===== src/design/tipc_pkg.sv =====
// package for the four-channel input pulse interval capture timer
package tipc_pkg;
  localparam int NCH = 4;
  localparam int CW = 16;
  // register byte offsets
  localparam logic [7:0] OFS_CTRL = 8'h00;
  localparam logic [7:0] OFS_START = 8'h04;
  localparam logic [7:0] OFS_STOP = 8'h08;
  localparam logic [7:0] OFS_ENSTAT = 8'h0C;
  localparam logic [7:0] OFS_ISC = 8'h10;
  localparam logic [7:0] OFS_PRESC = 8'h14;
  localparam logic [7:0] OFS_IRQ_STAT = 8'h18;
  localparam logic [7:0] OFS_IRQ_MASK = 8'h1C;
  localparam logic [7:0] OFS_MODE0 = 8'h20;
  localparam logic [7:0] OFS_CNT0 = 8'h30;
  localparam logic [7:0] OFS_DATA0 = 8'h40;
  localparam logic [7:0] OFS_STAT0 = 8'h50;
  // mode register field positions
  localparam int MODE_EDGE_LSB = 0;
  localparam int MODE_CKS_BIT = 2;
  localparam int MODE_STS_LSB = 4;
  localparam int MODE_MD0_BIT = 8;
  localparam int MODE_OM_BIT = 9;
  localparam int STAT_OVF_BIT = 0;
  localparam int ISC_ROUTE_BIT = 1;
  localparam int CTRL_EN_BIT = 0;
  localparam int ROUTE_CH = 1;
  localparam logic [2:0] STS_EDGE = 3'h1;
  localparam logic [CW-1:0] CNT_RST = 16'h0000;
  localparam logic [CW-1:0] CNT_FULL = 16'hFFFF;
  localparam logic [9:0] MODE_RST = 10'h000;
  localparam logic [7:0] PRESC_RST = 8'h00;
  localparam logic [1:0] RESP_OKAY = 2'h0;
  localparam logic [1:0] RESP_SLVERR = 2'h2;

  typedef enum logic [1:0] {
    TIPC_EDGE_FALL = 2'b00,
    TIPC_EDGE_RISE = 2'b01,
    TIPC_EDGE_BOTH = 2'b10,
    TIPC_EDGE_BOTH2 = 2'b11
  } tipc_edge_e;

  typedef struct packed {
    tipc_edge_e edge_sel;
    logic clk_sel;
    logic [2:0] start_sel;
    logic start_irq;
    logic out_mode;
  } tipc_mode_s;

  typedef struct packed {
    logic start;
    logic stop;
    tipc_edge_e edge_sel;
    logic clk_sel;
    logic start_irq;
    logic tick0;
    logic tick1;
    logic pin;
  } tipc_ch_in_s;

  typedef struct packed {
    logic [CW-1:0] count;
    logic [CW-1:0] data;
    logic ovf;
    logic enabled;
    logic irq;
  } tipc_ch_out_s;
endpackage


===== src/design/tipc_top.sv =====
// four-channel input pulse interval capture timer with axi4-lite registers
//
// Overview of operation
// - start trigger makes counter count up from zero each count clock.
// - valid input edge captures count, clears counter, raises channel interrupt.
// - each capture sets overflow flag if counter wrapped, else clears it.
// - several wraps in one period still give overflow flag one.
// - start trigger while running captures with clear and interrupt.
// - input sampled on selected operating clock, one cycle uncertainty.
// - route bit one feeds serial receive input into channel one.
// - unit clock enable zero blocks register reads and writes, except to the control register.
// - four independent channels numbered zero to three.
// - start interrupt option raises interrupt when counter cleared at start.
// - stop trigger clears enable, freezes counter, keeps overflow flag.
//
// Chosen here: the AXI4-Lite slave port and the register addresses.
`timescale 1ns/10ps
module tipc_top (
  input wire logic aclk,
  input wire logic aresetn,
  input wire logic [7:0] s_axi_awaddr,
  input wire logic s_axi_awvalid,
  output logic s_axi_awready,
  input wire logic [31:0] s_axi_wdata,
  input wire logic [3:0] s_axi_wstrb,
  input wire logic s_axi_wvalid,
  output logic s_axi_wready,
  output logic [1:0] s_axi_bresp,
  output logic s_axi_bvalid,
  input wire logic s_axi_bready,
  input wire logic [7:0] s_axi_araddr,
  input wire logic s_axi_arvalid,
  output logic s_axi_arready,
  output logic [31:0] s_axi_rdata,
  output logic [1:0] s_axi_rresp,
  output logic s_axi_rvalid,
  input wire logic s_axi_rready,
  input wire logic [3:0] timer_input_pin,
  input wire logic serial_receive_input,
  output logic irq
);
  typedef struct packed {
    logic aw_got;
    logic [7:0] awaddr;
    logic w_got;
    logic [31:0] wdata;
    logic [3:0] wstrb;
    logic bvalid;
    logic [1:0] bresp;
    logic rvalid;
    logic [31:0] rdata;
    logic [1:0] rresp;
    logic unit_en;
    logic input_route;
    logic [7:0] presc0;
    logic [7:0] presc1;
    logic [7:0] div0;
    logic [7:0] div1;
    logic tick0;
    logic tick1;
    logic [3:0] start;
    logic [3:0] stop;
    logic [3:0] irq_stat;
    logic [3:0] irq_mask;
    tipc_pkg::tipc_mode_s [3:0] mode;
  } tipc_st_s;

  tipc_st_s s_q;
  tipc_st_s s_d;
  tipc_pkg::tipc_ch_in_s [3:0] ch_in;
  tipc_pkg::tipc_ch_out_s [3:0] ch_out;
  logic [3:0] raw_pin;
  logic [3:0] ch_irq;
  logic do_write;
  logic do_read;

  // tests whether a register offset is a word-aligned channel slot within a bank of four
  function automatic logic in_bank(input logic [7:0] a, input logic [7:0] base);
    in_bank = (a[7:4] == base[7:4]) && (a[1:0] == 2'b00);
  endfunction

  function automatic logic [31:0] byte_merge(input logic [31:0] old, input logic [31:0] nw,
                                             input logic [3:0] st);
    logic [31:0] r;
    r = old;
    for (int b = 0; b < 4; b++) begin
      if (st[b]) begin
        r[8*b +: 8] = nw[8*b +: 8];
      end
    end
    byte_merge = r;
  endfunction

  // mode register word: edge, clock select, start select, start irq, out mode
  function automatic logic [31:0] mode_word(input tipc_pkg::tipc_mode_s m);
    logic [31:0] w;
    w = 32'h0000_0000;
    w[tipc_pkg::MODE_EDGE_LSB +: 2] = m.edge_sel;
    w[tipc_pkg::MODE_CKS_BIT] = m.clk_sel;
    w[tipc_pkg::MODE_STS_LSB +: 3] = m.start_sel;
    w[tipc_pkg::MODE_MD0_BIT] = m.start_irq;
    w[tipc_pkg::MODE_OM_BIT] = m.out_mode;
    mode_word = w;
  endfunction

  function automatic tipc_pkg::tipc_mode_s word_mode(input logic [31:0] w);
    tipc_pkg::tipc_mode_s m;
    m.edge_sel = tipc_pkg::tipc_edge_e'(w[tipc_pkg::MODE_EDGE_LSB +: 2]);
    m.clk_sel = w[tipc_pkg::MODE_CKS_BIT];
    m.start_sel = w[tipc_pkg::MODE_STS_LSB +: 3];
    m.start_irq = w[tipc_pkg::MODE_MD0_BIT];
    m.out_mode = w[tipc_pkg::MODE_OM_BIT];
    word_mode = m;
  endfunction

  // any register of the map; write-only triggers and read-only views answer okay
  function automatic logic known_reg(input logic [7:0] a);
    logic k;
    k = (a == tipc_pkg::OFS_CTRL) || (a == tipc_pkg::OFS_START);
    k = k || (a == tipc_pkg::OFS_STOP) || (a == tipc_pkg::OFS_ENSTAT);
    k = k || (a == tipc_pkg::OFS_ISC) || (a == tipc_pkg::OFS_PRESC);
    k = k || (a == tipc_pkg::OFS_IRQ_STAT) || (a == tipc_pkg::OFS_IRQ_MASK);
    k = k || in_bank(a, tipc_pkg::OFS_MODE0) || in_bank(a, tipc_pkg::OFS_CNT0);
    k = k || in_bank(a, tipc_pkg::OFS_DATA0) || in_bank(a, tipc_pkg::OFS_STAT0);
    known_reg = k;
  endfunction

  always_comb begin
    raw_pin = timer_input_pin;
    if (s_q.input_route) begin
      raw_pin[tipc_pkg::ROUTE_CH] = serial_receive_input;
    end
  end

  for (genvar n = 0; n < tipc_pkg::NCH; n++) begin : g_ch
    assign ch_in[n].start = s_q.start[n];
    assign ch_in[n].stop = s_q.stop[n];
    assign ch_in[n].edge_sel = s_q.mode[n].edge_sel;
    assign ch_in[n].clk_sel = s_q.mode[n].clk_sel;
    assign ch_in[n].start_irq = s_q.mode[n].start_irq;
    assign ch_in[n].tick0 = s_q.tick0;
    assign ch_in[n].tick1 = s_q.tick1;
    // the channel carries its own three-stage synchroniser
    assign ch_in[n].pin = raw_pin[n];
    assign ch_irq[n] = ch_out[n].irq;
    tipc_channel u_ch (
      .aclk(aclk),
      .aresetn(aresetn),
      .ci(ch_in[n]),
      .co(ch_out[n])
    );
  end

  assign do_write = s_q.aw_got && s_q.w_got && !s_q.bvalid;
  assign do_read = s_axi_arvalid && s_axi_arready;

  always_comb begin
    logic [31:0] rd;
    logic [1:0] idx;
    logic ok;
    logic [31:0] mw;
    tipc_pkg::tipc_mode_s nm;
    rd = 32'h0000_0000;
    idx = 2'h0;
    ok = 1'b1;
    mw = 32'h0000_0000;
    nm = '0;
    s_d = s_q;
    s_d.start = 4'h0;
    s_d.stop = 4'h0;
    // operating clock enables from prescalers
    s_d.tick0 = (s_q.div0 == s_q.presc0);
    s_d.tick1 = (s_q.div1 == s_q.presc1);
    s_d.div0 = s_d.tick0 ? 8'h00 : s_q.div0 + 8'h01;
    s_d.div1 = s_d.tick1 ? 8'h00 : s_q.div1 + 8'h01;
    // write channel: address and data taken in either order
    if (s_axi_awvalid && s_axi_awready) begin
      s_d.aw_got = 1'b1;
      s_d.awaddr = s_axi_awaddr;
    end
    if (s_axi_wvalid && s_axi_wready) begin
      s_d.w_got = 1'b1;
      s_d.wdata = s_axi_wdata;
      s_d.wstrb = s_axi_wstrb;
    end
    if (do_write) begin
      s_d.aw_got = 1'b0;
      s_d.w_got = 1'b0;
      s_d.bvalid = 1'b1;
      idx = s_q.awaddr[3:2];
      ok = 1'b1;
      if (s_q.awaddr == tipc_pkg::OFS_CTRL) begin
        if (s_q.wstrb[0]) begin
          s_d.unit_en = s_q.wdata[tipc_pkg::CTRL_EN_BIT];
        end
      end else if (!s_q.unit_en) begin
        ok = 1'b1;
      end else if (s_q.awaddr == tipc_pkg::OFS_START) begin
        s_d.start = s_q.wstrb[0] ? s_q.wdata[3:0] : 4'h0;
      end else if (s_q.awaddr == tipc_pkg::OFS_STOP) begin
        s_d.stop = s_q.wstrb[0] ? s_q.wdata[3:0] : 4'h0;
      end else if (s_q.awaddr == tipc_pkg::OFS_ISC) begin
        if (s_q.wstrb[0]) begin
          s_d.input_route = s_q.wdata[tipc_pkg::ISC_ROUTE_BIT];
        end
      end else if (s_q.awaddr == tipc_pkg::OFS_PRESC) begin
        mw = byte_merge({16'h0, s_q.presc1, s_q.presc0}, s_q.wdata, s_q.wstrb);
        s_d.presc0 = mw[7:0];
        s_d.presc1 = mw[15:8];
      end else if (s_q.awaddr == tipc_pkg::OFS_IRQ_MASK) begin
        if (s_q.wstrb[0]) begin
          s_d.irq_mask = s_q.wdata[3:0];
        end
      end else if (in_bank(s_q.awaddr, tipc_pkg::OFS_MODE0)) begin
        // only the edge select changes while running
        mw = byte_merge(mode_word(s_q.mode[idx]), s_q.wdata, s_q.wstrb);
        nm = word_mode(mw);
        if (ch_out[idx].enabled) begin
          s_d.mode[idx].edge_sel = nm.edge_sel;
        end else begin
          s_d.mode[idx] = nm;
        end
      end else if (!known_reg(s_q.awaddr)) begin
        ok = 1'b0;
      end
      s_d.bresp = ok ? tipc_pkg::RESP_OKAY : tipc_pkg::RESP_SLVERR;
    end
    if (s_axi_bvalid && s_axi_bready) begin
      s_d.bvalid = 1'b0;
    end
    if (s_axi_rvalid && s_axi_rready) begin
      s_d.rvalid = 1'b0;
    end
    // sticky interrupt status; hardware set wins over read clear
    if (do_read) begin
      idx = s_axi_araddr[3:2];
      ok = 1'b1;
      if (s_axi_araddr == tipc_pkg::OFS_CTRL) begin
        rd = {31'h0, s_q.unit_en};
      end else if (!s_q.unit_en) begin
        rd = 32'h0000_0000;
      end else if (s_axi_araddr == tipc_pkg::OFS_ENSTAT) begin
        for (int n = 0; n < tipc_pkg::NCH; n++) begin
          rd[n] = ch_out[n].enabled;
        end
      end else if (s_axi_araddr == tipc_pkg::OFS_ISC) begin
        rd = {30'h0, s_q.input_route, 1'b0};
      end else if (s_axi_araddr == tipc_pkg::OFS_PRESC) begin
        rd = {16'h0, s_q.presc1, s_q.presc0};
      end else if (s_axi_araddr == tipc_pkg::OFS_IRQ_STAT) begin
        rd = {28'h0, s_q.irq_stat};
        s_d.irq_stat = 4'h0;
      end else if (s_axi_araddr == tipc_pkg::OFS_IRQ_MASK) begin
        rd = {28'h0, s_q.irq_mask};
      end else if (in_bank(s_axi_araddr, tipc_pkg::OFS_MODE0)) begin
        rd = mode_word(s_q.mode[idx]);
      end else if (in_bank(s_axi_araddr, tipc_pkg::OFS_CNT0)) begin
        rd = {16'h0, ch_out[idx].count};
      end else if (in_bank(s_axi_araddr, tipc_pkg::OFS_DATA0)) begin
        rd = {16'h0, ch_out[idx].data};
      end else if (in_bank(s_axi_araddr, tipc_pkg::OFS_STAT0)) begin
        rd = {31'h0, ch_out[idx].ovf};
      end else if (!known_reg(s_axi_araddr)) begin
        ok = 1'b0;
      end
      s_d.rvalid = 1'b1;
      s_d.rdata = rd;
      s_d.rresp = ok ? tipc_pkg::RESP_OKAY : tipc_pkg::RESP_SLVERR;
    end
    s_d.irq_stat = s_d.irq_stat | ch_irq;
    // clearing the unit enable resets the registers and stops all channels; channel counts, data and overflow flags keep their values
    if (!s_q.unit_en) begin
      s_d.input_route = 1'b0;
      s_d.irq_stat = 4'h0;
      s_d.irq_mask = 4'h0;
      s_d.presc0 = tipc_pkg::PRESC_RST;
      s_d.presc1 = tipc_pkg::PRESC_RST;
      s_d.mode = '0;
      s_d.stop = 4'hF;
    end
  end

  always_ff @(posedge aclk) begin
    if (!aresetn) begin
      s_q <= '0;
    end else begin
      s_q <= s_d;
    end
  end

  // no new write is taken while its response still stands
  assign s_axi_awready = !s_q.aw_got && !s_q.bvalid;
  assign s_axi_wready = !s_q.w_got && !s_q.bvalid;
  assign s_axi_bvalid = s_q.bvalid;
  assign s_axi_bresp = s_q.bresp;
  assign s_axi_arready = !s_q.rvalid;
  assign s_axi_rvalid = s_q.rvalid;
  assign s_axi_rdata = s_q.rdata;
  assign s_axi_rresp = s_q.rresp;
  assign irq = |(s_q.irq_stat & s_q.irq_mask);
endmodule


===== src/design/tipc_channel.sv =====
// one capture channel: pin sampler, edge detect, up counter and capture
`timescale 1ns/10ps
module tipc_channel (
  input wire logic aclk,
  input wire logic aresetn,
  input wire tipc_pkg::tipc_ch_in_s ci,
  output tipc_pkg::tipc_ch_out_s co
);
  typedef struct packed {
    logic [2:0] sync;
    logic level;
    logic edge_seen;
    logic armed;
    logic wrapped;
    logic [tipc_pkg::CW-1:0] count;
    logic [tipc_pkg::CW-1:0] data;
    logic ovf;
    logic enabled;
    logic irq;
  } tipc_chst_s;

  tipc_chst_s s_q;
  tipc_chst_s s_d;
  logic tick;
  logic stable;
  logic rise;
  logic fall;
  logic valid_edge;

  assign tick = ci.clk_sel ? ci.tick1 : ci.tick0;
  assign stable = (s_q.sync[1] == s_q.sync[2]);
  assign rise = stable && s_q.sync[2] && !s_q.level;
  assign fall = stable && !s_q.sync[2] && s_q.level;

  always_comb begin
    s_d = s_q;
    s_d.irq = 1'b0;
    s_d.sync = {s_q.sync[1:0], ci.pin};
    if (stable) begin
      s_d.level = s_q.sync[2];
    end
    case (ci.edge_sel)
      tipc_pkg::TIPC_EDGE_FALL: valid_edge = fall;
      tipc_pkg::TIPC_EDGE_RISE: valid_edge = rise;
      default: valid_edge = rise || fall;
    endcase
    // edges wait for the next operating clock tick; uncertainty is one tick
    if (valid_edge && s_q.enabled) begin
      s_d.edge_seen = 1'b1;
    end
    if (ci.stop) begin
      s_d.enabled = 1'b0;
      s_d.armed = 1'b0;
      s_d.edge_seen = 1'b0;
    end else if (ci.start && !s_q.enabled) begin
      // start arms a clear on next tick
      s_d.enabled = 1'b1;
      s_d.armed = 1'b1;
      s_d.edge_seen = 1'b0;
    end else if (s_q.enabled && tick) begin
      if (s_q.armed) begin
        s_d.armed = 1'b0;
        s_d.count = tipc_pkg::CNT_RST;
        s_d.wrapped = 1'b0;
        s_d.irq = ci.start_irq;
      end else if (s_q.edge_seen || (ci.start && !valid_edge)) begin
        s_d.data = s_q.count;
        s_d.count = tipc_pkg::CNT_RST;
        s_d.irq = 1'b1;
        s_d.edge_seen = 1'b0;
        s_d.ovf = s_q.wrapped;
        s_d.wrapped = 1'b0;
      end else begin
        s_d.count = s_q.count + 16'h0001;
        if (s_q.count == tipc_pkg::CNT_FULL) begin
          s_d.wrapped = 1'b1;
        end
      end
    end else if (ci.start && s_q.enabled) begin
      // start while running captures at the next tick
      s_d.edge_seen = 1'b1;
    end
  end

  always_ff @(posedge aclk) begin
    if (!aresetn) begin
      s_q <= '0;
    end else begin
      s_q <= s_d;
    end
  end

  assign co.count = s_q.count;
  assign co.data = s_q.data;
  assign co.ovf = s_q.ovf;
  assign co.enabled = s_q.enabled;
  assign co.irq = s_q.irq;
endmodule


===== config.mk =====
export PLATFORM = sky130hd
export DESIGN_NAME = tipc_top
export DESIGN_NICKNAME = d
export VERILOG_FILES = /design/src/design/tipc_pkg.sv /design/src/design/tipc_top.sv /design/src/design/tipc_channel.sv
export SDC_FILE = /design/constraint.sdc
export NUM_CORES = 1
export LEC_CHECK = 0
export BUFFER_PORTS_ARGS = -buffer_cell sky130_fd_sc_hd__buf_2
export CAP_MARGIN = 20
export CORE_MARGIN = 4
export CORE_UTILIZATION = 60
export DETAILED_ROUTE_END_ITERATION = 10
export PLACE_DENSITY = 0.8
export SETUP_SLACK_MARGIN = 0.05
export SLEW_MARGIN = 20
export SYNTH_ARGS = -nofsm -noshare
export SYNTH_HDL_FRONTEND = slang
export SYNTH_SLANG_ARGS = --single-unit

===== constraint.sdc =====
create_clock -name aclk -period 2.8 [get_ports aclk]
set_clock_uncertainty 0.1 [all_clocks]
set_input_delay 0.42 -clock aclk [delete_from_list [all_inputs] [get_ports aclk]]
set_output_delay 0.42 -clock aclk [all_outputs]
set_load 0.03 [all_outputs]

==> metrics.csv <==
metric,value,unit
H-tree depth,1,
leak pwr,5.920,nW
Post-synth EDFFs,0,
post-synthesis async set-or-reset flop share,0,%
CTS Buffer Depth,3,
gr ovfl total,0,
port bufs,69,
startpoint types,register,
Critical Path RT,3.13,ns
part of the power in the clock network,50.3,%
gr usage total,28.25,%
Antenna Cells,0,
number of global-route vias before repair,11180,
"flops & latches, synth",300,
# rows,55,
clock root buffer,clkbuf_16,
Max Clk Rate,444.2,MHz
Setup CP Type,reg -> reg,
initial antenna violation count,0,
DR DRC count,0,
outcome,completed,
distinct cell type count after synthesis,67,
crit path DAT,2.59,ns
Comb pwr share,4.5,%
max-slew violations,0,
Post-DP Area,14600,um2
full die area,26080,um2
final net count,1656,
Net Switching,2.087,mW
top_reg_cell synth,dfxtp_1,
Crit Reg-Reg Startpoint,s_q[166]$_SDFFE_PN0P_,
Inst Count DP,1850,
Starting Density,61.69,%
RSZ-0062 raised after global routing,no,
1st-iter DRT viols,1071,
Area Overhead vs Synth,12.39,%
layout cells sized above 1,15.18,%
cell area after layout,15890,um2
Worst Setup SP,s_q[166]$_SDFFE_PN0P_,
global-route wire length before repair,59570,um
Setup Buffers After CTS,0,
pin slew with the least headroom to its limit,0.8139,ns
VDD IR max,684.4,uV
Final setup viols,0,
largest net degree at the start of global routing,68,
Hold Crit Class,in -> reg,
min-delay src,s_axi_wdata[9],
YS warnings,0,
synthesized instance count,1524,
Final Critical Period,2.251,ns
Critical Path End Type,register,
total chip power,9.646,mW
final core occ,69.34,%
Vias,11530,
Final Instance Count excl. Fillers,1914,
Detail Route Antenna Nets,0,
Slew headroom,45.54,%
Hold Worst Slack,0.01023,ns
final period utilization,80.39,%
Setup TNS,0,ns
I/O pin count,106,
final worst setup slack,0.5490,ns
clock slew at reported path FFs,0.06,ns
Mapped Area,14140,um2
clk sinks,300,
Fin. Hold Viols,0,
Routed wire per std cell,19.89,um
Die W,161.5,um
"wirelength, routed",38080,um
Chip Height,161.5,um
post-synthesis sequential area ratio,42.48,%
Power Density,607.1,nW/um2
CTS resizes,0,
Pint,7.559,mW
DP HPWL,26780,um
Switching Fraction,21.63,%
CTS tree,yes,
later-pin clock latency in the skew report,0.56,ns
drt first pass iters,6,
max cap viols,0,
power share of the sequential group,45.2,%
core area,22920,um2
Final Wtd Congestion,0.9514,
Mean Syn Cell Area,9.276,um2
total CTS buffers,31,
CP Max Fanout,8,
cts hold-fix bufs,8,
pre-CTS setup slack,0.4738,ns
DR vias/cell,6.022,
logic make-up after synthesis:
kind of cell,synth area share [%]
xor+xnor,5.514
compound gates,7.620
fa+ha+maj,1.239
mux,17.27
other cells,0.02653
simple gates,20.17
buf+inv,5.682
flops,42.48
layout by cell type (no fill, tap or decap), types with 11 or more instances in the layout:
cell | synthesis | final
a21oi_1 | 59 | 59
nor3_1 | 20 | 16
o21ai_0 | 25 | 25
conb_1 | 1 | 18
and3_1 | 23 | 23
nor2_1 | 177 | 177
mux4_2 | 47 | 47
clkbuf_16 | 0 | 31
buf_2 | 18 | 68
xor2_1 | 69 | 69
inv_1 | 32 | 31
nand3_1 | 39 | 39
buf_4 | 39 | 37
dfxtp_1 | 300 | 300
nand2_1 | 260 | 259
a22oi_1 | 16 | 16
nor4_1 | 11 | 11
a211oi_1 | 11 | 11
ha_1 | 14 | 14
mux2i_1 | 128 | 128
bufinv_16 | 0 | 11
nand2b_1 | 15 | 15
and2_1 | 11 | 11
nand4_1 | 24 | 24
xnor2_1 | 20 | 20
flip-flops by register name, indices dropped and copies added (netlist names), named ones only:
name and flops:
s_axi_rresp 1, g_ch.u_ch.s_q 20, s_q 70, s_axi_bresp 1, s_axi_rvalid 1, s_axi_bvalid 1
s_axi_rdata 16, ch_in 14, g_ch.u_ch.s_d 8, g_ch.u_ch.co 140
final timing paths:
kind,depth (start not counted),endpoint,slack [ns]
max,5,s_q[72]$_SDFFE_PN0P_,0.55
min,3,s_q[135]$_SDFFE_PN0P_,0.01
max reg2reg,5,s_q[72]$_SDFFE_PN0P_,0.55
min reg2reg,1,g_ch[3].u_ch.s_d[41]$_SDFF_PN0_,0.33
routing by layer:
layer	vias to the layer above	part of all wire [%]	track usage, %
met5	-	0	0
met4	0	3.8	10.93
met3	111	7.9	5.180
met2	505	48	47.82
met1	5558	40	36.02
li1	5352	-	-
cells in the mapped netlist (all sizes together) (23+ instances only):
library cell,number,area (um2)
a21oi,59,295.3
inv,32,120.1
xor2,69,604.3
clkbuf,41,183.9
mux2i,128,1281
nor3,23,130.1
nand3,42,225.2
and3,24,151.4
nand2,260,975.9
buf,68,454.2
o21ai,30,153.9
dfxtp,300,6006
nor2,177,664.4
mux4,47,1059
nand4,24,150.1
power by group through the flow:
stage          clock (mW)  sequential, mW  combinational [mW]
3_3_place_gp            0            4.45               0.406
4_1_cts              4.89            4.36               0.425
6_report             4.85            4.36               0.430
2_1_floorplan           0            4.44               0.317
3_5_place_dp            0            4.46               0.414
5_1_grt              5.08            4.37               0.466
cell type report:
class	count	area, um2
Tap cell	313	391.6
Clock inverter	22	394.1
Sequential cell	300	6006
Inverter	33	123.9
Clock buffer	34	817.0
Multi-Input combinational cell	1097	7418
Fill cell	1792	7027
Timing Repair Buffer	115	738.2
critical path, stage by stage, from the launching register on:
cell,delay [ns]
dfxtp_1,0.33
or3_4,0.41
nor3_1,0.35
and4_1,0.59
mux2i_1,0.28
nor2_1,0.06
(Power assumes the default switching activity.)
